--- src/shared/tec_regs.svh ---
// Register offsets, field positions and reset values of the timer control slice
`ifndef TEC_REGS_SVH
`define TEC_REGS_SVH
`define TEC_OFF_BV_CLEAR   8'h06
`define TEC_OFF_BV_SET     8'h07
`define TEC_OFF_EVENT_CONTROL     8'h09
`define TEC_OFF_INT_EN     8'h0a
`define TEC_OFF_INT_FLAGS  8'h0b
`define TEC_OFF_CTRL       8'h0c
`define TEC_OFF_BUF_WRITE  8'h0d
`define TEC_BV_PERIOD      0
`define TEC_BV_CHAN0       1
`define TEC_BV_CHAN1       2
`define TEC_BV_CHAN2       3
`define TEC_EV_A_EN        0
`define TEC_EV_A_ACT_LSB   1
`define TEC_EV_B_EN        4
`define TEC_EV_B_ACT_LSB   5
`define TEC_INT_WRAP       0
`define TEC_INT_CHAN0      4
`define TEC_CTRL_MODE_LSB  0
`define TEC_CTRL_LOCK      3
`define TEC_CTRL_FORCE     4
`define TEC_RST_BYTE       8'h00
`define TEC_RST_PERIOD     16'hffff
`define TEC_RST_COMPARE    16'h0000
`endif

--- src/shared/tec_pkg.sv ---
// Types shared by the timer control slice
package tec_pkg;
  typedef enum logic [2:0]
  {
    TEC_EVA_RISE   = 3'h0,
    TEC_EVA_TOGGLE = 3'h1,
    TEC_EVA_HIGH   = 3'h2,
    TEC_EVA_DIRECTION_BY_EVENT = 3'h3
  } tec_eva_t;
  typedef enum logic [2:0]
  {
    TEC_EVB_NONE    = 3'h0,
    TEC_EVB_DIRECTION_BY_EVENT  = 3'h3,
    TEC_EVB_RST_RISE = 3'h4,
    TEC_EVB_RST_TOG  = 3'h5,
    TEC_EVB_RST_HIGH = 3'h6
  } tec_evb_t;
  typedef enum logic [2:0]
  {
    TEC_WG_NORMAL = 3'h0,
    TEC_WG_FREQ   = 3'h1,
    TEC_WG_SINGLE = 3'h3,
    TEC_WG_DSTOP  = 3'h5,
    TEC_WG_DSBOTH = 3'h6,
    TEC_WG_DSBOT  = 3'h7
  } tec_wg_t;
endpackage

--- src/rtl/tec_buffers.sv ---
// Period and compare buffers with their working copies, read out through a register
`include "tec_regs.svh"
module tec_buffers #(
  parameter int W = 16
) (
  input  wire logic         clk,        // Core clock
  input  wire logic         rst_n,      // Synchronous reset, active low
  input  wire logic         ce,         // Clock enable
  input  wire logic [1:0]   wr_sel,     // 0 period, 1..3 channel 0..2
  input  wire logic         wr_en,      // Buffer write strobe
  input  wire logic [W-1:0] wr_data,    // Buffer write value
  input  wire logic         transfer,   // Copy buffers into working registers
  input  wire logic [1:0]   rd_sel,     // Working register to read out
  output logic      [W-1:0] rd_data     // Registered working value
);
  logic [W-1:0] buf_q [4];
  logic [W-1:0] work_q [4];
  logic [W-1:0] rd_q;

  always_ff @(posedge clk)
  begin
    if (!rst_n)
    begin
      for (int i = 0; i < 4; i++)
      begin
        buf_q[i]  <= (i == 0) ? `TEC_RST_PERIOD : `TEC_RST_COMPARE;
        work_q[i] <= (i == 0) ? `TEC_RST_PERIOD : `TEC_RST_COMPARE;
      end
      rd_q <= '0;
    end
    else if (ce)
    begin
      if (wr_en)
        buf_q[wr_sel] <= wr_data;
      if (transfer)
        for (int i = 0; i < 4; i++)
          work_q[i] <= buf_q[i];
      rd_q <= work_q[rd_sel];
    end
  end
  assign rd_data = rd_q;
endmodule

--- src/rtl/tec_core.sv ---
// Timer control slice: buffer-valid flags, event inputs, interrupt enables and flags
`include "tec_regs.svh"

// Summary of operation
// Compare buffer write sets that channel's valid bit; update clears it.
// Period buffer write sets period valid bit; update clears it.
// Valid bits: 3 chan2, 2 chan1, 1 chan0, 0 period.
// Writing ones to set alias at 0x07 sets valid bits; zeros ignored.
// Event control: B action 7:5, B enable 4, A action 3:1, A enable 0.
// A action 0 counts rises, 1 any edge, 2 clocks while high.
// A action 3 counts clocks; event gives direction, latched at count.
// B action 3 gives direction from event B, counting follows event A.
// B action 4 restart on rise, 5 any edge, 6 hold restart while high.
// Event B ignored while its enable bit is zero.
// Event A ignored while its enable bit is zero.
// Interrupt enables at 0x0A: bits 6,5,4 channels, bit 0 wrap.
// Channel flag sets when count equals that channel's compare value.
// Channel flags clear only by writing one at 0x0B.
// Wrap flag sets at mode's top or bottom; write one clears.
// Channel flags in bits 6,5,4 of flag register, reset zero.
// Writing ones to clear alias at 0x06 clears valid bits.
// Update copies buffers unless locked; forced update ignores lock.
// Waveform mode picks update and wrap conditions.
// Interrupt request while any flag and its enable are both set.
module tec_core
  import tec_pkg::*;
#(
  parameter int W = 16
) (
  input  wire logic         CORE_CLK,     // 200 MHz core clock
  input  wire logic         RESET_N,      // Synchronous reset, active low
  input  wire logic         CLK_EN,       // Freezes all state while low
  input  wire logic [7:0]   REG_ADDR,     // Register address
  input  wire logic [W-1:0] REG_WDATA,    // Write data, low byte for 8-bit registers
  input  wire logic         REG_WR,       // Write strobe
  input  wire logic         REG_RD,       // Read strobe
  output logic      [W-1:0] REG_RDATA,    // Read data, cycle after strobe
  input  wire logic         PRESCALE_TICK,// Prescaled clock tick
  input  wire logic         EVENT_A,      // Event input A
  input  wire logic         EVENT_B,      // Event input B
  output logic      [W-1:0] COUNT_VALUE,  // Counter value
  output logic              COUNT_DOWN,   // Current direction, 1 down
  output logic              IRQ           // Interrupt request
);
  import tec_pkg::*;

  logic [3:0]   bv_q, bv_d;
  logic [7:0]   event_control_q, event_control_d;
  logic [7:0]   inten_q, inten_d;
  logic [7:0]   flags_q, flags_d;
  logic [2:0]   mode_q, mode_d;
  logic         lock_q, lock_d;
  logic [W-1:0] cnt_q, cnt_d;
  logic         dir_q, dir_d;
  logic         evb_rst_q, evb_rst_d;
  logic         eva_prev_q, evb_prev_q;
  logic [W-1:0] rdata_q, rdata_d;
  logic         irq_q;
  logic [W-1:0] cmp_q [3];
  logic [W-1:0] per_q;
  logic [1:0]   scan_q;
  logic [W-1:0] scan_data;

  function automatic logic hit(input logic [7:0] a, input logic [7:0] off);
    return a == off;
  endfunction

  logic wr_buf, upd_evt, force_upd, transfer, cnt_step, at_top, at_bot;
  logic wrap_evt;
  logic [2:0] cmp_hit;
  tec_eva_t eva;
  tec_evb_t evb;

  assign eva = tec_eva_t'(event_control_q[`TEC_EV_A_ACT_LSB +: 3]);
  assign evb = tec_evb_t'(event_control_q[`TEC_EV_B_ACT_LSB +: 3]);
  assign wr_buf = REG_WR && hit(REG_ADDR, `TEC_OFF_BUF_WRITE);
  assign force_upd = REG_WR && hit(REG_ADDR, `TEC_OFF_CTRL) && REG_WDATA[`TEC_CTRL_FORCE];
  assign at_top = (cnt_q == ((mode_q == TEC_WG_FREQ) ? cmp_q[0] : per_q));
  assign at_bot = (cnt_q == '0);

  // Counting source and direction
  always_comb
  begin
    logic a_rise;
    logic a_tog;
    a_rise = EVENT_A && !eva_prev_q;
    a_tog  = EVENT_A != eva_prev_q;
    cnt_step = PRESCALE_TICK;
    dir_d = dir_q;
    if (event_control_q[`TEC_EV_A_EN])
    begin
      unique case (eva)
        TEC_EVA_RISE:   cnt_step = a_rise;
        TEC_EVA_TOGGLE: cnt_step = a_tog;
        TEC_EVA_HIGH:   cnt_step = PRESCALE_TICK && EVENT_A;
        TEC_EVA_DIRECTION_BY_EVENT: cnt_step = PRESCALE_TICK;
        default:        cnt_step = 1'b0;
      endcase
      if (eva == TEC_EVA_DIRECTION_BY_EVENT && cnt_step)
        dir_d = EVENT_A;
    end
    if (event_control_q[`TEC_EV_B_EN] && evb == TEC_EVB_DIRECTION_BY_EVENT && cnt_step)
      dir_d = EVENT_B;
    if (!event_control_q[`TEC_EV_B_EN])
      evb_rst_d = 1'b0;
    else
    begin
      unique case (evb)
        TEC_EVB_RST_RISE: evb_rst_d = EVENT_B && !evb_prev_q;
        TEC_EVB_RST_TOG:  evb_rst_d = EVENT_B != evb_prev_q;
        TEC_EVB_RST_HIGH: evb_rst_d = EVENT_B;
        default:          evb_rst_d = 1'b0;
      endcase
    end
  end

  // Update and wrap conditions per waveform mode
  always_comb
  begin
    upd_evt  = 1'b0;
    wrap_evt = 1'b0;
    if (cnt_step)
    begin
      unique case (tec_wg_t'(mode_q))
        TEC_WG_NORMAL, TEC_WG_FREQ:
        begin
          upd_evt  = at_top && !dir_d;
          wrap_evt = at_top && !dir_d;
        end
        TEC_WG_SINGLE:
        begin
          upd_evt  = at_bot;
          wrap_evt = at_bot;
        end
        TEC_WG_DSTOP:
        begin
          upd_evt  = at_bot;
          wrap_evt = at_top;
        end
        TEC_WG_DSBOTH:
        begin
          upd_evt  = at_bot;
          wrap_evt = at_top || at_bot;
        end
        TEC_WG_DSBOT:
        begin
          upd_evt  = at_bot;
          wrap_evt = at_bot;
        end
        default:
        begin
          upd_evt  = 1'b0;
          wrap_evt = 1'b0;
        end
      endcase
    end
  end

  assign transfer = (upd_evt && !lock_q) || force_upd;

  for (genvar c = 0; c < 3; c++)
  begin : g_cmp
    assign cmp_hit[c] = (cnt_q == cmp_q[c]);
  end

  // Register file and control state
  always_comb
  begin
    bv_d     = bv_q;
    event_control_d = event_control_q;
    inten_d  = inten_q;
    flags_d  = flags_q;
    mode_d   = mode_q;
    lock_d   = lock_q;
    rdata_d  = '0;
    if (transfer)
      bv_d = '0;
    if (REG_WR)
    begin
      if (hit(REG_ADDR, `TEC_OFF_BV_CLEAR))
        bv_d = bv_d & ~REG_WDATA[3:0];
      if (hit(REG_ADDR, `TEC_OFF_EVENT_CONTROL))
        event_control_d = REG_WDATA[7:0];
      if (hit(REG_ADDR, `TEC_OFF_INT_EN))
        inten_d = REG_WDATA[7:0] & 8'h71;
      if (hit(REG_ADDR, `TEC_OFF_INT_FLAGS))
        flags_d = flags_d & ~(REG_WDATA[7:0] & 8'h71);
      if (hit(REG_ADDR, `TEC_OFF_CTRL))
      begin
        mode_d = REG_WDATA[`TEC_CTRL_MODE_LSB +: 3];
        lock_d = REG_WDATA[`TEC_CTRL_LOCK];
      end
    end
    // Sets come last so they win over a clear in the same cycle
    if (REG_WR && hit(REG_ADDR, `TEC_OFF_BV_SET))
      bv_d = bv_d | REG_WDATA[3:0];
    if (wr_buf)
      bv_d[REG_WDATA[W-1 -: 2]] = 1'b1;
    flags_d[`TEC_INT_CHAN0 +: 3] = flags_d[`TEC_INT_CHAN0 +: 3] | cmp_hit;
    if (wrap_evt)
      flags_d[`TEC_INT_WRAP] = 1'b1;
    if (REG_RD)
    begin
      if (hit(REG_ADDR, `TEC_OFF_BV_CLEAR) || hit(REG_ADDR, `TEC_OFF_BV_SET))
        rdata_d = W'(bv_q);
      else if (hit(REG_ADDR, `TEC_OFF_EVENT_CONTROL))
        rdata_d = W'(event_control_q);
      else if (hit(REG_ADDR, `TEC_OFF_INT_EN))
        rdata_d = W'(inten_q);
      else if (hit(REG_ADDR, `TEC_OFF_INT_FLAGS))
        rdata_d = W'(flags_q);
      else if (hit(REG_ADDR, `TEC_OFF_CTRL))
        rdata_d = W'({dir_q, lock_q, mode_q});
    end
  end

  // Counter
  always_comb
  begin
    cnt_d = cnt_q;
    if (evb_rst_q)
      cnt_d = '0;
    else if (cnt_step)
    begin
      // Step takes the direction latched at this same count
      if (!dir_d && at_top && mode_q < 3'h5)
        cnt_d = '0;
      else
        cnt_d = dir_d ? cnt_q - 1'b1 : cnt_q + 1'b1;
    end
  end

  // Working copies, tracked locally for the compare and top logic
  always_ff @(posedge CORE_CLK)
  begin
    if (!RESET_N)
    begin
      for (int i = 0; i < 3; i++)
        cmp_q[i] <= `TEC_RST_COMPARE;
      per_q  <= `TEC_RST_PERIOD;
      scan_q <= '0;
    end
    else if (CLK_EN)
    begin
      scan_q <= scan_q + 2'd1;
      // Read-out is registered once, so data trail the selector by one step
      unique case (scan_q)
        2'd1: per_q    <= scan_data;
        2'd2: cmp_q[0] <= scan_data;
        2'd3: cmp_q[1] <= scan_data;
        2'd0: cmp_q[2] <= scan_data;
      endcase
    end
  end

  tec_buffers #(.W(W)) u_buf (
    .clk      (CORE_CLK),
    .rst_n    (RESET_N),
    .ce       (CLK_EN),
    .wr_sel   (REG_WDATA[W-1 -: 2]),
    .wr_en    (wr_buf),
    .wr_data  ({2'b00, REG_WDATA[W-3:0]}),
    .transfer (transfer),
    .rd_sel   (scan_q),
    .rd_data  (scan_data)
  );

  always_ff @(posedge CORE_CLK)
  begin
    if (!RESET_N)
    begin
      bv_q       <= '0;
      event_control_q   <= `TEC_RST_BYTE;
      inten_q    <= `TEC_RST_BYTE;
      flags_q    <= `TEC_RST_BYTE;
      mode_q     <= '0;
      lock_q     <= 1'b0;
      cnt_q      <= '0;
      dir_q      <= 1'b0;
      evb_rst_q  <= 1'b0;
      eva_prev_q <= 1'b0;
      evb_prev_q <= 1'b0;
      rdata_q    <= '0;
      irq_q      <= 1'b0;
    end
    else if (CLK_EN)
    begin
      bv_q       <= bv_d;
      event_control_q   <= event_control_d;
      inten_q    <= inten_d;
      flags_q    <= flags_d;
      mode_q     <= mode_d;
      lock_q     <= lock_d;
      cnt_q      <= cnt_d;
      dir_q      <= dir_d;
      evb_rst_q  <= evb_rst_d;
      eva_prev_q <= EVENT_A;
      evb_prev_q <= EVENT_B;
      rdata_q    <= rdata_d;
      irq_q      <= |(flags_d & inten_d);
    end
  end

  assign REG_RDATA   = rdata_q;
  assign COUNT_VALUE = cnt_q;
  assign COUNT_DOWN  = dir_q;
  assign IRQ         = irq_q;

  a_flag_sticky: assert property (@(posedge CORE_CLK) disable iff (!RESET_N)
    CLK_EN && flags_q[4] && !(REG_WR && REG_ADDR == 8'h0b && REG_WDATA[4]) |=> flags_q[4])
    else $error("channel flag cleared without write");
  a_match_sets: assert property (@(posedge CORE_CLK) disable iff (!RESET_N)
    CLK_EN && cmp_hit[0] |=> flags_q[4])
    else $error("compare match did not set flag");
  a_bv_set_alias: assert property (@(posedge CORE_CLK) disable iff (!RESET_N)
    CLK_EN && REG_WR && REG_ADDR == 8'h07 && REG_WDATA[1] |=> bv_q[1])
    else $error("set alias did not set valid bit");
  a_bv_update: assert property (@(posedge CORE_CLK) disable iff (!RESET_N)
    CLK_EN && transfer && !REG_WR |=> bv_q == 4'h0)
    else $error("update did not clear valid bits");
  a_irq_follows: assert property (@(posedge CORE_CLK) disable iff (!RESET_N)
    CLK_EN ##1 CLK_EN |-> IRQ == |($past(flags_d) & $past(inten_d)))
    else $error("interrupt request mismatch");
  a_enable_mask: assert property (@(posedge CORE_CLK) disable iff (!RESET_N)
    (inten_q & 8'h8e) == 8'h00)
    else $error("reserved enable bit set");
  a_evb_off: assert property (@(posedge CORE_CLK) disable iff (!RESET_N)
    !event_control_q[4] |-> !evb_rst_d)
    else $error("event B acted while disabled");
  a_lock_blocks: assert property (@(posedge CORE_CLK) disable iff (!RESET_N)
    lock_q && !force_upd |-> !transfer)
    else $error("locked update transferred");
endmodule

--- config.mk ---
export PLATFORM = sky130hd
export DESIGN_NAME = tec_core
export DESIGN_NICKNAME = d
export VERILOG_FILES = /design/src/shared/tec_pkg.sv /design/src/rtl/tec_buffers.sv /design/src/rtl/tec_core.sv
export VERILOG_INCLUDE_DIRS = /design/src /design/src/shared
export SDC_FILE = /design/constraint.sdc
export NUM_CORES = 1
export LEC_CHECK = 0
export ABC_AREA = 1
export BUFFER_PORTS_ARGS = -buffer_cell sky130_fd_sc_hd__buf_2
export CAP_MARGIN = 20
export CORE_MARGIN = 2
export CORE_UTILIZATION = 28
export CTS_CLUSTER_SIZE = 28
export DETAILED_ROUTE_END_ITERATION = 8
export HOLD_SLACK_MARGIN = 0.1
export MAX_ROUTING_LAYER = met4
export PLACE_DENSITY = 0.46
export SYNTH_ARGS = -nofsm -noshare
export SYNTH_HDL_FRONTEND = slang
export SYNTH_SLANG_ARGS = --single-unit
export TNS_END_PERCENT = 10
--- constraint.sdc ---
create_clock -name CORE_CLK -period 9.35 [get_ports CORE_CLK]
set_input_delay 1.4025 -clock CORE_CLK [delete_from_list [all_inputs] [get_ports CORE_CLK]]
set_output_delay 1.4025 -clock CORE_CLK [all_outputs]
set_load 0.02 [all_outputs]
==> reports/metrics.cfg, run 1 <==
[run_status]
run_status=completed

[setup_path]
critical_path.most_common_cell=sky130_fd_sc_hd__nand2_1
cp_class=input port to register
worstSetupEndpointType=register
regToRegStartpoint=mode_q[2]
largest_incremental_delay_on_the_critical_path_ns=0.46
ff2ff_setup_slack_ns=5.48
worst_ep_arrival_time_ns=4.73
path_delay_family=compound AO/OA/AOI/OAI gates
worst-path-buf-inv=4
worstPathCellList=buf_2, inv_1, a21oi_1, nand3_1, o21ai_0, buf_4, nand3_1, nand2_1, inv_1, ha_1, nand2_1, o21ai_0, a31oi_1, o21ai_0, nand2_1, nand2_1, xor2_1, nand3_1, a21oi_1
reg2regPathDepth=16
critical_path_required_ns=9.80
top_fanout_value_on_the_critical_path=16
worstSetupStartpointType=input port
cp_slowest_cell=sky130_fd_sc_hd__ha_1
r2r_end=u_buf.work_q[2][7]
cp.depth=19

[power]
powerDensity_nw_per_um2=187
peakVddDrop_uv=122
p_leak_nw=5.79

[grt]
globalRouteOverflowTotal=0
number_of_antenna_violations_at_the_first_check_in_global_routing=0
first_global_vias=8797
grt_pass1_wl_mm=50.9
largest_net_degree_at_the_start_of_global_routing=62
global_route.usage.total_pct=15.1

[clock_tree]
tritoncts=done
post_cts_resized=0
clock-sinks=244
clockBufferDepth=3
clock_latency_on_the_worst_skew_pair_ns=0.57
cts-buffers-inserted=28
htree_levels=1
cts_post_setup_buffers_inserted=0
holdBufCountCts=0
clkSlewWorstSetupHoldPaths_ns=0.06
ctsRootBufferMaster=sky130_fd_sc_hd__clkbuf_16

[sta]
finalMaxSlewViolations=0
fin_crit_sh_pct=45.7
hold_viol=0
timing.setup.tns_ns=0
final.setup.worst_slack_ns=5.07
rsz0062_at_grt=no
slew-limit-headroom_pct=39.1
finClkSkew_ns=0.0516
maxClockFrequency_ghz=0.234
layout_min_cycle_time_ns=4.28
worst_pin_slew_ns=0.906
setup_viol=0

[synth]
yosys_most_used_dff=sky130_fd_sc_hd__edfxtp_1
async_flop_share_pct=0
synthesis.yosys.warnings=0
synthesis.area_per_instance_um2=8.85
synth.top_cells.by_area=sky130_fd_sc_hd__edfxtp_1, sky130_fd_sc_hd__dfxtp_1, sky130_fd_sc_hd__inv_1
post_synth_num_cell_types=42
area_share_of_the_leading_cell_type_in_the_synthesized_netlist_pct=39.7
yosysSeqAreaShare_pct=54.1
synth-edff-count=158
syn-instance-count=1350
synth.cell_area_um2=11900
yosys.area.top_type=sky130_fd_sc_hd__edfxtp_1
synth.ff_latch_count=244

[die]
boundaryPins=66
die_area_um2=44300
core-area_um2=42000
starting_density_pct=28.4
fp.dieW_um=211
fp-row-count=75
chipHeight_um=211

[final_layout]
seq_area_um2=6470
fill_cells=4408
drive_above_1_share_pct=11.6
flow.area_growth_from_synthesis_pct=14.2
antennaDiodeCount=0
multi_input_comb_area_um2=4410
nNetsFinal=1440

[detailed_routing]
route.detailed.wl_per_inst_um=16.4
post_detailed_route_via_to_cell_ratio=4.61
drc_errors=0
dr_total_vias=8994
final_antenna_net_count=0
first_iter_violations=359
first_pass_iters=5
routed_wirelength_mm=32.0

[min_path]
holdPathStages=2
min-delay-path-class=register to register
hold_end=REG_RDATA[5]
hold_path_startpoint=REG_RDATA[5]

[job]
timing.max_cap.violations=0

[placed_design]
io_buffers=57
gp_routability_congestion=0.805
place_worst_setup_slack_ns=4.56
post-dp-hpwl_mm=22.1

==> through the flow <==
step,hold WS (ns),power (mW),std cells,util (%),area (µm²)
floorplan,0.439,1.40,1357,-,12000
global placement,0.452,1.48,1896,30.2,12700
detailed placement,0.458,1.48,1896,30.2,12700
CTS,0.468,2.58,1948,32.4,13600
global route,0.487,2.65,1949,32.5,13600
finish,0.465,2.55,1949,32.5,13600
==> Yosys cell counts (5+ instances only) <==
library cell               instances
sky130_fd_sc_hd__inv_1           202
sky130_fd_sc_hd__nand2_1         188
sky130_fd_sc_hd__edfxtp_1        158
sky130_fd_sc_hd__nor2_1          121
sky130_fd_sc_hd__o21ai_0         114
sky130_fd_sc_hd__dfxtp_1          86
sky130_fd_sc_hd__a21oi_1          79
sky130_fd_sc_hd__nand3_1          60
sky130_fd_sc_hd__clkbuf_1         46
sky130_fd_sc_hd__nor3_1           46
sky130_fd_sc_hd__nor2_2           30
sky130_fd_sc_hd__o22ai_1          26
sky130_fd_sc_hd__nand4_1          24
sky130_fd_sc_hd__o211ai_1         23
sky130_fd_sc_hd__xor2_1           21
sky130_fd_sc_hd__xnor2_1          20
sky130_fd_sc_hd__ha_1             19
sky130_fd_sc_hd__or2_1            15
sky130_fd_sc_hd__buf_4            12
sky130_fd_sc_hd__or2_2             7
sky130_fd_sc_hd__a21o_1            6
sky130_fd_sc_hd__buf_2             5
sky130_fd_sc_hd__o221ai_1          5
==> final cells by class <==
cell class,instances,share of cell area (%)
Clock inverter,19,1.31
Timing Repair Buffer,70,2.95
Clock buffer,33,5.49
Multi-Input combinational cell,840,32.3
Sequential cell,244,47.4
Inverter,204,5.61
Tap cell,539,4.94
==> flip-flops by register name, indices dropped and copies added, names as in the netlist <==
name / flops
u_buf.buf_q: 57
u_buf.work_q: 57
cmp_q: 45
COUNT_VALUE: 16
per_q: 15
u_buf.rd_data: 15
REG_RDATA: 8
event_control_q: 8
bv_q: 4
flags_q: 4
inten_q: 4
mode_q: 3
scan_q: 2
COUNT_DOWN: 1
IRQ: 1
eva_prev_q: 1
evb_prev_q: 1
evb_rst_q: 1
lock_q: 1
==> power by group <==
part	switching [mW]	internal [mW]	total, mW
logic	0.159	0.0695	0.229
registers	0.0295	1.20	1.23
clock network	0.455	0.632	1.09
total	0.644	1.90	2.55
==> worst max path at each step <==
stage / from / end / slack, ns
2_1_floorplan: PRESCALE_TICK / u_buf.work_q[0][0] / 5.20
3_3_place_gp: PRESCALE_TICK / COUNT_VALUE[10] / 4.68
3_5_place_dp: PRESCALE_TICK / COUNT_VALUE[10] / 4.56
4_1_cts: PRESCALE_TICK / COUNT_VALUE[10] / 5.11
5_1_grt: PRESCALE_TICK / COUNT_VALUE[10] / 4.75
6_report: PRESCALE_TICK / COUNT_VALUE[10] / 5.07
==> cell families after synthesis <==
group / Yosys count / share of synthesized area [%]
fa+ha+maj: 20 / 2.16
buf+inv: 273 / 9.26
compound gates: 267 / 12.5
other cells: 1 / 0.0314
xor+xnor: 41 / 3.01
simple gates: 504 / 18.9
flops: 244 / 54.1
==> tightest hold or removal path: cells and delay by family, from the launching register on <==
family,cells,cell delay [ns]
AND/OR/NAND/NOR,1,0.06
AO/OA/AOI/OAI,1,0.05
flip-flops,1,0.31
==> layer usage <==
layer | wire, µm | GRT usage [%] | vias to the layer above
li1 | - | - | 4590
met4 | 693 | 3.67 | 0
met5 | 0 | - | -
met3 | 871 | 1.76 | 41
met1 | 15500 | 20.5 | 4232
met2 | 14900 | 24.0 | 131
==> layout by cell type, fill, tap and decap left out, drive strengths merged, types with 26 or more instances in the layout <==
cell type / netlist / routed
inv: 202 / 203
clkbuf: 46 / 33
nand2: 192 / 192
nor2: 152 / 152
o21ai: 116 / 116
dfxtp: 86 / 86
edfxtp: 158 / 158
o22ai: 26 / 26
a21oi: 79 / 79
nor3: 46 / 46
nand3: 60 / 60
buf: 23 / 70
Power figures use the tool's default switching activity.
==> run 2: changes to the inputs <==
PLACE_DENSITY = 0.47   (was 0.46)
clock period = 3.75 ns   (was 9.35 ns; I/O delays follow)
==> reports/metrics.cfg, run 2 (same netlist as run 1, synthesis figures left out) <==
[detailed_routing]
dr_total_vias=9057
drc_errors=0
first_iter_violations=512
post_detailed_route_via_to_cell_ratio=4.60
route.detailed.wl_per_inst_um=16.5
first_pass_iters=5
routed_wirelength_mm=32.6
final_antenna_net_count=0

[setup_path]
top_fanout_value_on_the_critical_path=9
largest_incremental_delay_on_the_critical_path_ns=0.47
worstSetupStartpointType=register
worstSetupEndpointType=register
crit_start=event_control_q[4]
critical_path_required_ns=4.22
worst-path-buf-inv=2
cp_slowest_cell=sky130_fd_sc_hd__nor4_1
cp_class=register to register
worstPathCellList=inv_1, nor4_1, nand3_1, nand2_1, inv_1, ha_1, nand2_1, o21ai_0, a31oi_1, o21ai_0, nand2_1, nand2_1, xor2_1, nand3_1, a21oi_1
path_delay_family=simple AND/OR/NAND/NOR gates
regToRegStartpoint=event_control_q[4]
critical_path.most_common_cell=sky130_fd_sc_hd__nand2_1
worst_ep_arrival_time_ns=3.79

[clock_tree]
cts_post_setup_buffers_inserted=0
cts-buffers-inserted=28
tritoncts=done
holdBufCountCts=0
clkSlewWorstSetupHoldPaths_ns=0.06
post_cts_resized=0
clockBufferDepth=3
htree_levels=1
clock-sinks=244
ctsRootBufferMaster=sky130_fd_sc_hd__clkbuf_16
clock_latency_on_the_worst_skew_pair_ns=0.58

[grt]
globalRouteOverflowTotal=0
number_of_antenna_violations_at_the_first_check_in_global_routing=0
global_route.usage.total_pct=15.2
first_global_vias=8758
largest_net_degree_at_the_start_of_global_routing=58
grt_pass1_wl_mm=51.1

[sta]
timing.setup.tns_ns=0
layout_min_cycle_time_ns=3.32
rsz0062_at_grt=no
maxClockFrequency_ghz=0.301
slew-limit-headroom_pct=44.8
fin_crit_sh_pct=88.5
hold_viol=0
setup_viol=0
worst_pin_slew_ns=0.825
finalMaxSlewViolations=0
finClkSkew_ns=0.0533

[die]
core-area_um2=42000
fp-row-count=75
starting_density_pct=28.4
boundaryPins=66
die_area_um2=44300
chipHeight_um=211
fp.dieW_um=211

[final_layout]
largestRegisters=u_buf.buf_q (57), u_buf.work_q (57), cmp_q (45)
most_frequent_cells_in_the_layout=sky130_fd_sc_hd__inv_1, sky130_fd_sc_hd__nand2_1, sky130_fd_sc_hd__edfxtp_1, sky130_fd_sc_hd__nor2_1, sky130_fd_sc_hd__o21ai_0
fill_cells=4435
nNetsFinal=1461
layout.cells.most_common=sky130_fd_sc_hd__inv_1
flow.area_growth_from_synthesis_pct=16.1
antennaDiodeCount=0
finalCoreUtilization_pct=33.0
drive_above_1_share_pct=12.7

[job]
timing.max_cap.violations=0

[placed_design]
gp_routability_congestion=0.825
io_buffers=57
post-dp-hpwl_mm=22.9

[min_path]
min-delay-path-class=input port to register
hold_path_startpoint=EVENT_A

[power]
p_leak_nw=5.91
powerDensity_nw_per_um2=475
peakVddDrop_uv=305

[run_status]
run_status=completed

## run 2: report_power, final
group          switching [mW]  total [mW]  internal, mW
clock network            1.15        2.94          1.79
logic                   0.407       0.592         0.185
registers              0.0651        3.06          2.99
total                    1.62        6.59          4.97
## run 2: metal layers
layer	GRT usage [%]	routed length [µm]
met5	-	0
met4	3.79	680
met3	1.61	1090
met2	24.6	15300
met1	20.5	15500
## run 2: worst paths after layout
check,end,slack [ns],depth (start not counted)
max,COUNT_VALUE[10],0.43,15
min,eva_prev_q,0.27,3
max reg2reg,COUNT_VALUE[10],0.43,15
min reg2reg,REG_RDATA[6],0.46,2
## run 2: final cells by class
| class | count | area (µm²) | share of cell area, % |
|---|---|---|---|
| timing repair buffer | 91 | 553 | 3.99 |
| sequential | 244 | 6470 | 46.6 |
| clock buffer | 35 | 767 | 5.53 |
| tap | 539 | 674 | 4.86 |
| inverter | 204 | 766 | 5.52 |
| clock inverter | 17 | 234 | 1.69 |
| multi-input combinational | 840 | 4410 | 31.8 |
## run 2: metrics by stage
stage	area [µm²]	instances	hold WS, ns	worst slack, ns	power, mW
2_1_floorplan	12000	1357	0.439	0.443	3.49
3_3_place_gp	12900	1918	0.453	0.360	3.71
3_5_place_dp	12900	1918	0.454	0.356	3.72
4_1_cts	13900	1970	0.239	0.478	6.67
5_1_grt	13900	1970	0.274	0.182	6.86
6_report	13900	1970	0.266	0.433	6.59
## run 2: worst min-delay path: cells and delay by family
kind                   cells  cell delay (ns)
AO/OA/AOI/OAI              1             0.06
buffers and inverters      2             0.19
==> run 3: changes to the inputs <==
SLEW_MARGIN = 25   (was unset)
SYNTH_HIERARCHICAL = 1   (was unset)
==> reports/metrics.cfg, run 3 <==
[sta]
slew-limit-headroom_pct=36.0
rsz0062_at_grt=no
fin_crit_sh_pct=87.1
finalMaxSlewViolations=0
maxClockFrequency_ghz=0.306
final.setup.worst_slack_ns=0.484
setup_viol=0
timing.setup.tns_ns=0
finClkSkew_ns=0.0282
worst_pin_slew_ns=0.948
layout_min_cycle_time_ns=3.27
hold_viol=0

[synth]
syn-instance-count=1424
yosys_most_used_dff=sky130_fd_sc_hd__edfxtp_1
synthesis.area_per_instance_um2=8.90
ys_top_cells_by_count=sky130_fd_sc_hd__nand2_1, sky130_fd_sc_hd__inv_1, sky130_fd_sc_hd__edfxtp_1, sky130_fd_sc_hd__nor2_1, sky130_fd_sc_hd__nand3_1
area_share_of_the_leading_cell_type_in_the_synthesized_netlist_pct=41.7
synth_most_common_cell=sky130_fd_sc_hd__nand2_1
synth.ff_latch_count=263
synth.cell_area_um2=12700
yosysSeqAreaShare_pct=55.4
synth.top_cells.by_area=sky130_fd_sc_hd__edfxtp_1, sky130_fd_sc_hd__dfxtp_1, sky130_fd_sc_hd__nand2_1
post_synth_num_cell_types=48
async_flop_share_pct=0
synthesis.yosys.warnings=6
synth-edff-count=176
yosys.area.top_type=sky130_fd_sc_hd__edfxtp_1

[clock_tree]
ctsRootBufferMaster=sky130_fd_sc_hd__clkbuf_16
clkSlewWorstSetupHoldPaths_ns=0.06
htree_levels=1
cts_post_setup_buffers_inserted=0
tritoncts=done
clockBufferDepth=3
cts-buffers-inserted=30
clock-sinks=263
clock_latency_on_the_worst_skew_pair_ns=0.59

[die]
chipHeight_um=217
core-area_um2=44400
boundaryPins=66
fp.dieW_um=217
fp-row-count=77
die_area_um2=47000
starting_density_pct=28.5

[job]
timing.max_cap.violations=0

[final_layout]
nNetsFinal=1537
antennaDiodeCount=0
most_frequent_cells_in_the_layout=sky130_fd_sc_hd__nand2_1, sky130_fd_sc_hd__inv_1, sky130_fd_sc_hd__edfxtp_1, sky130_fd_sc_hd__nor2_1, sky130_fd_sc_hd__nand3_1
flow.area_growth_from_synthesis_pct=16.3
largestRegisters=u_buf/buf_q (64), u_buf/work_q (64), cmp_q (48)
layout.cells.most_common=sky130_fd_sc_hd__nand2_1
fill_cells=4626
drive_above_1_share_pct=11.5

[detailed_routing]
drc_errors=0
post_detailed_route_via_to_cell_ratio=4.55
first_pass_iters=5
first_iter_violations=748
dr_total_vias=9554
routed_wirelength_mm=34.0
final_antenna_net_count=0
route.detailed.wl_per_inst_um=16.2

[setup_path]
cp_class=register to register
worst_ep_arrival_time_ns=3.60
worstSetupStartpointType=register
worstSetupEndpointType=register
critical_path_required_ns=4.08
top_fanout_value_on_the_critical_path=64

[power]
peakVddDrop_uv=330
p_leak_nw=6.24
powerDensity_nw_per_um2=472

[min_path]
min-delay-path-class=input port to register

[grt]
first_global_vias=9230
largest_net_degree_at_the_start_of_global_routing=65
grt_pass1_wl_mm=54.4
globalRouteOverflowTotal=0
number_of_antenna_violations_at_the_first_check_in_global_routing=0
global_route.usage.total_pct=15.1

[placed_design]
place_worst_setup_slack_ns=0.302
gp_routability_congestion=0.867
post-dp-hpwl_mm=23.6
io_buffers=57

[run_status]
run_status=completed

[run 3: cell types whose count changed in the layout (fill, tap and decap cells not counted), moves of 28 or more]
cell	before	now
sky130_fd_sc_hd__nor2_2	30	2
sky130_fd_sc_hd__nor3_1	46	6
sky130_fd_sc_hd__nand2_1	187	299
sky130_fd_sc_hd__o21ai_0	114	71
sky130_fd_sc_hd__nor2_1	121	159
sky130_fd_sc_hd__nand3_1	60	88
[run 3: final cells by class]
type                       count  area, µm²  area share (%)
clock inverter                12        181            1.23
tap                          592        741            5.02
multi-input combinational    914       4670            31.7
timing repair buffer          92        586            3.97
sequential                   263       7030            47.7
clock buffer                  44        843            5.72
inverter                     184        691            4.69
[run 3: timing repair]
action / 4_1_cts / 5_1_grt
hold buffers: 0 / 0
endpoints found under the hold margin: 0 / 0
gates resized for setup: 0 / 1
setup endpoints to repair: 0 / 1
[run 3: kinds of logic after synthesis]
kind of cell	count (synthesis)	share of synthesized area (%)
other cells	1	0.0296
fa+ha+maj	20	2.03
xor+xnor	48	3.32
simple gates	621	21.2
buf+inv	256	8.18
flops	263	55.4
compound gates	215	9.83
[run 3: critical path, cell delays in order (launching register included)]
cell	delay (ns)
sky130_fd_sc_hd__dfxtp_1	0.48
sky130_fd_sc_hd__nor2_4	0.05
sky130_fd_sc_hd__nand2_2	0.37
sky130_fd_sc_hd__nand2_1	0.20
sky130_fd_sc_hd__nand3_1	0.11
sky130_fd_sc_hd__nand2_1	0.06
sky130_fd_sc_hd__nor2_1	0.08
sky130_fd_sc_hd__nand2_1	0.06
sky130_fd_sc_hd__nor2_2	0.25
sky130_fd_sc_hd__nand2_2	0.11
sky130_fd_sc_hd__nor2_4	0.12
sky130_fd_sc_hd__nand2_1	0.07
sky130_fd_sc_hd__nand2_1	0.07
sky130_fd_sc_hd__nand2_1	0.16
sky130_fd_sc_hd__nand2_1	0.16
sky130_fd_sc_hd__nand3_2	0.11
sky130_fd_sc_hd__buf_12	0.23
sky130_fd_sc_hd__or2_2	0.30
[run 3: through the flow]
stage                     util, %  area, µm²  instances  power [mW]  hold slack (ns)
final                        33.2      14700       2101        6.96            0.279
after global routing         33.2      14700       2101        7.25            0.285
after CTS                    33.2      14700       2101        7.05            0.249
after detailed placement     30.9      13700       2045        3.99            0.463
after global placement       30.9      13700       2045        3.98            0.454
after floorplan                 -      12700       1433        3.76            0.446
[run 3: metal layers]
metal / vias to the layer above / global-route usage [%] / part of all wire, % / wire length [µm]
met2: 199 / 23.5 / 45 / 15300
met3: 39 / 2.29 / 4.6 / 1560
li1: 4828 / - / - / -
met4: 0 / 3.45 / 1.9 / 659
met5: - / - / 0 / 0
met1: 4488 / 20.7 / 49 / 16600
[run 3: final timing paths]
kind,from,endpoint,cells after the start,slack (ns)
setup reg to reg,mode_q[1],u_buf/work_q[0][4],17,0.48
hold reg to reg,REG_RDATA[4],REG_RDATA[4],2,0.47
hold / removal,REG_WDATA[8],u_buf/buf_q[0][8],3,0.28
setup / recovery,mode_q[1],u_buf/work_q[0][4],17,0.48
[run 3: power breakdown]
part	switching, mW	internal, mW
Combinational	0.428	0.195
Sequential	0.0702	3.23
Clock	1.21	1.83
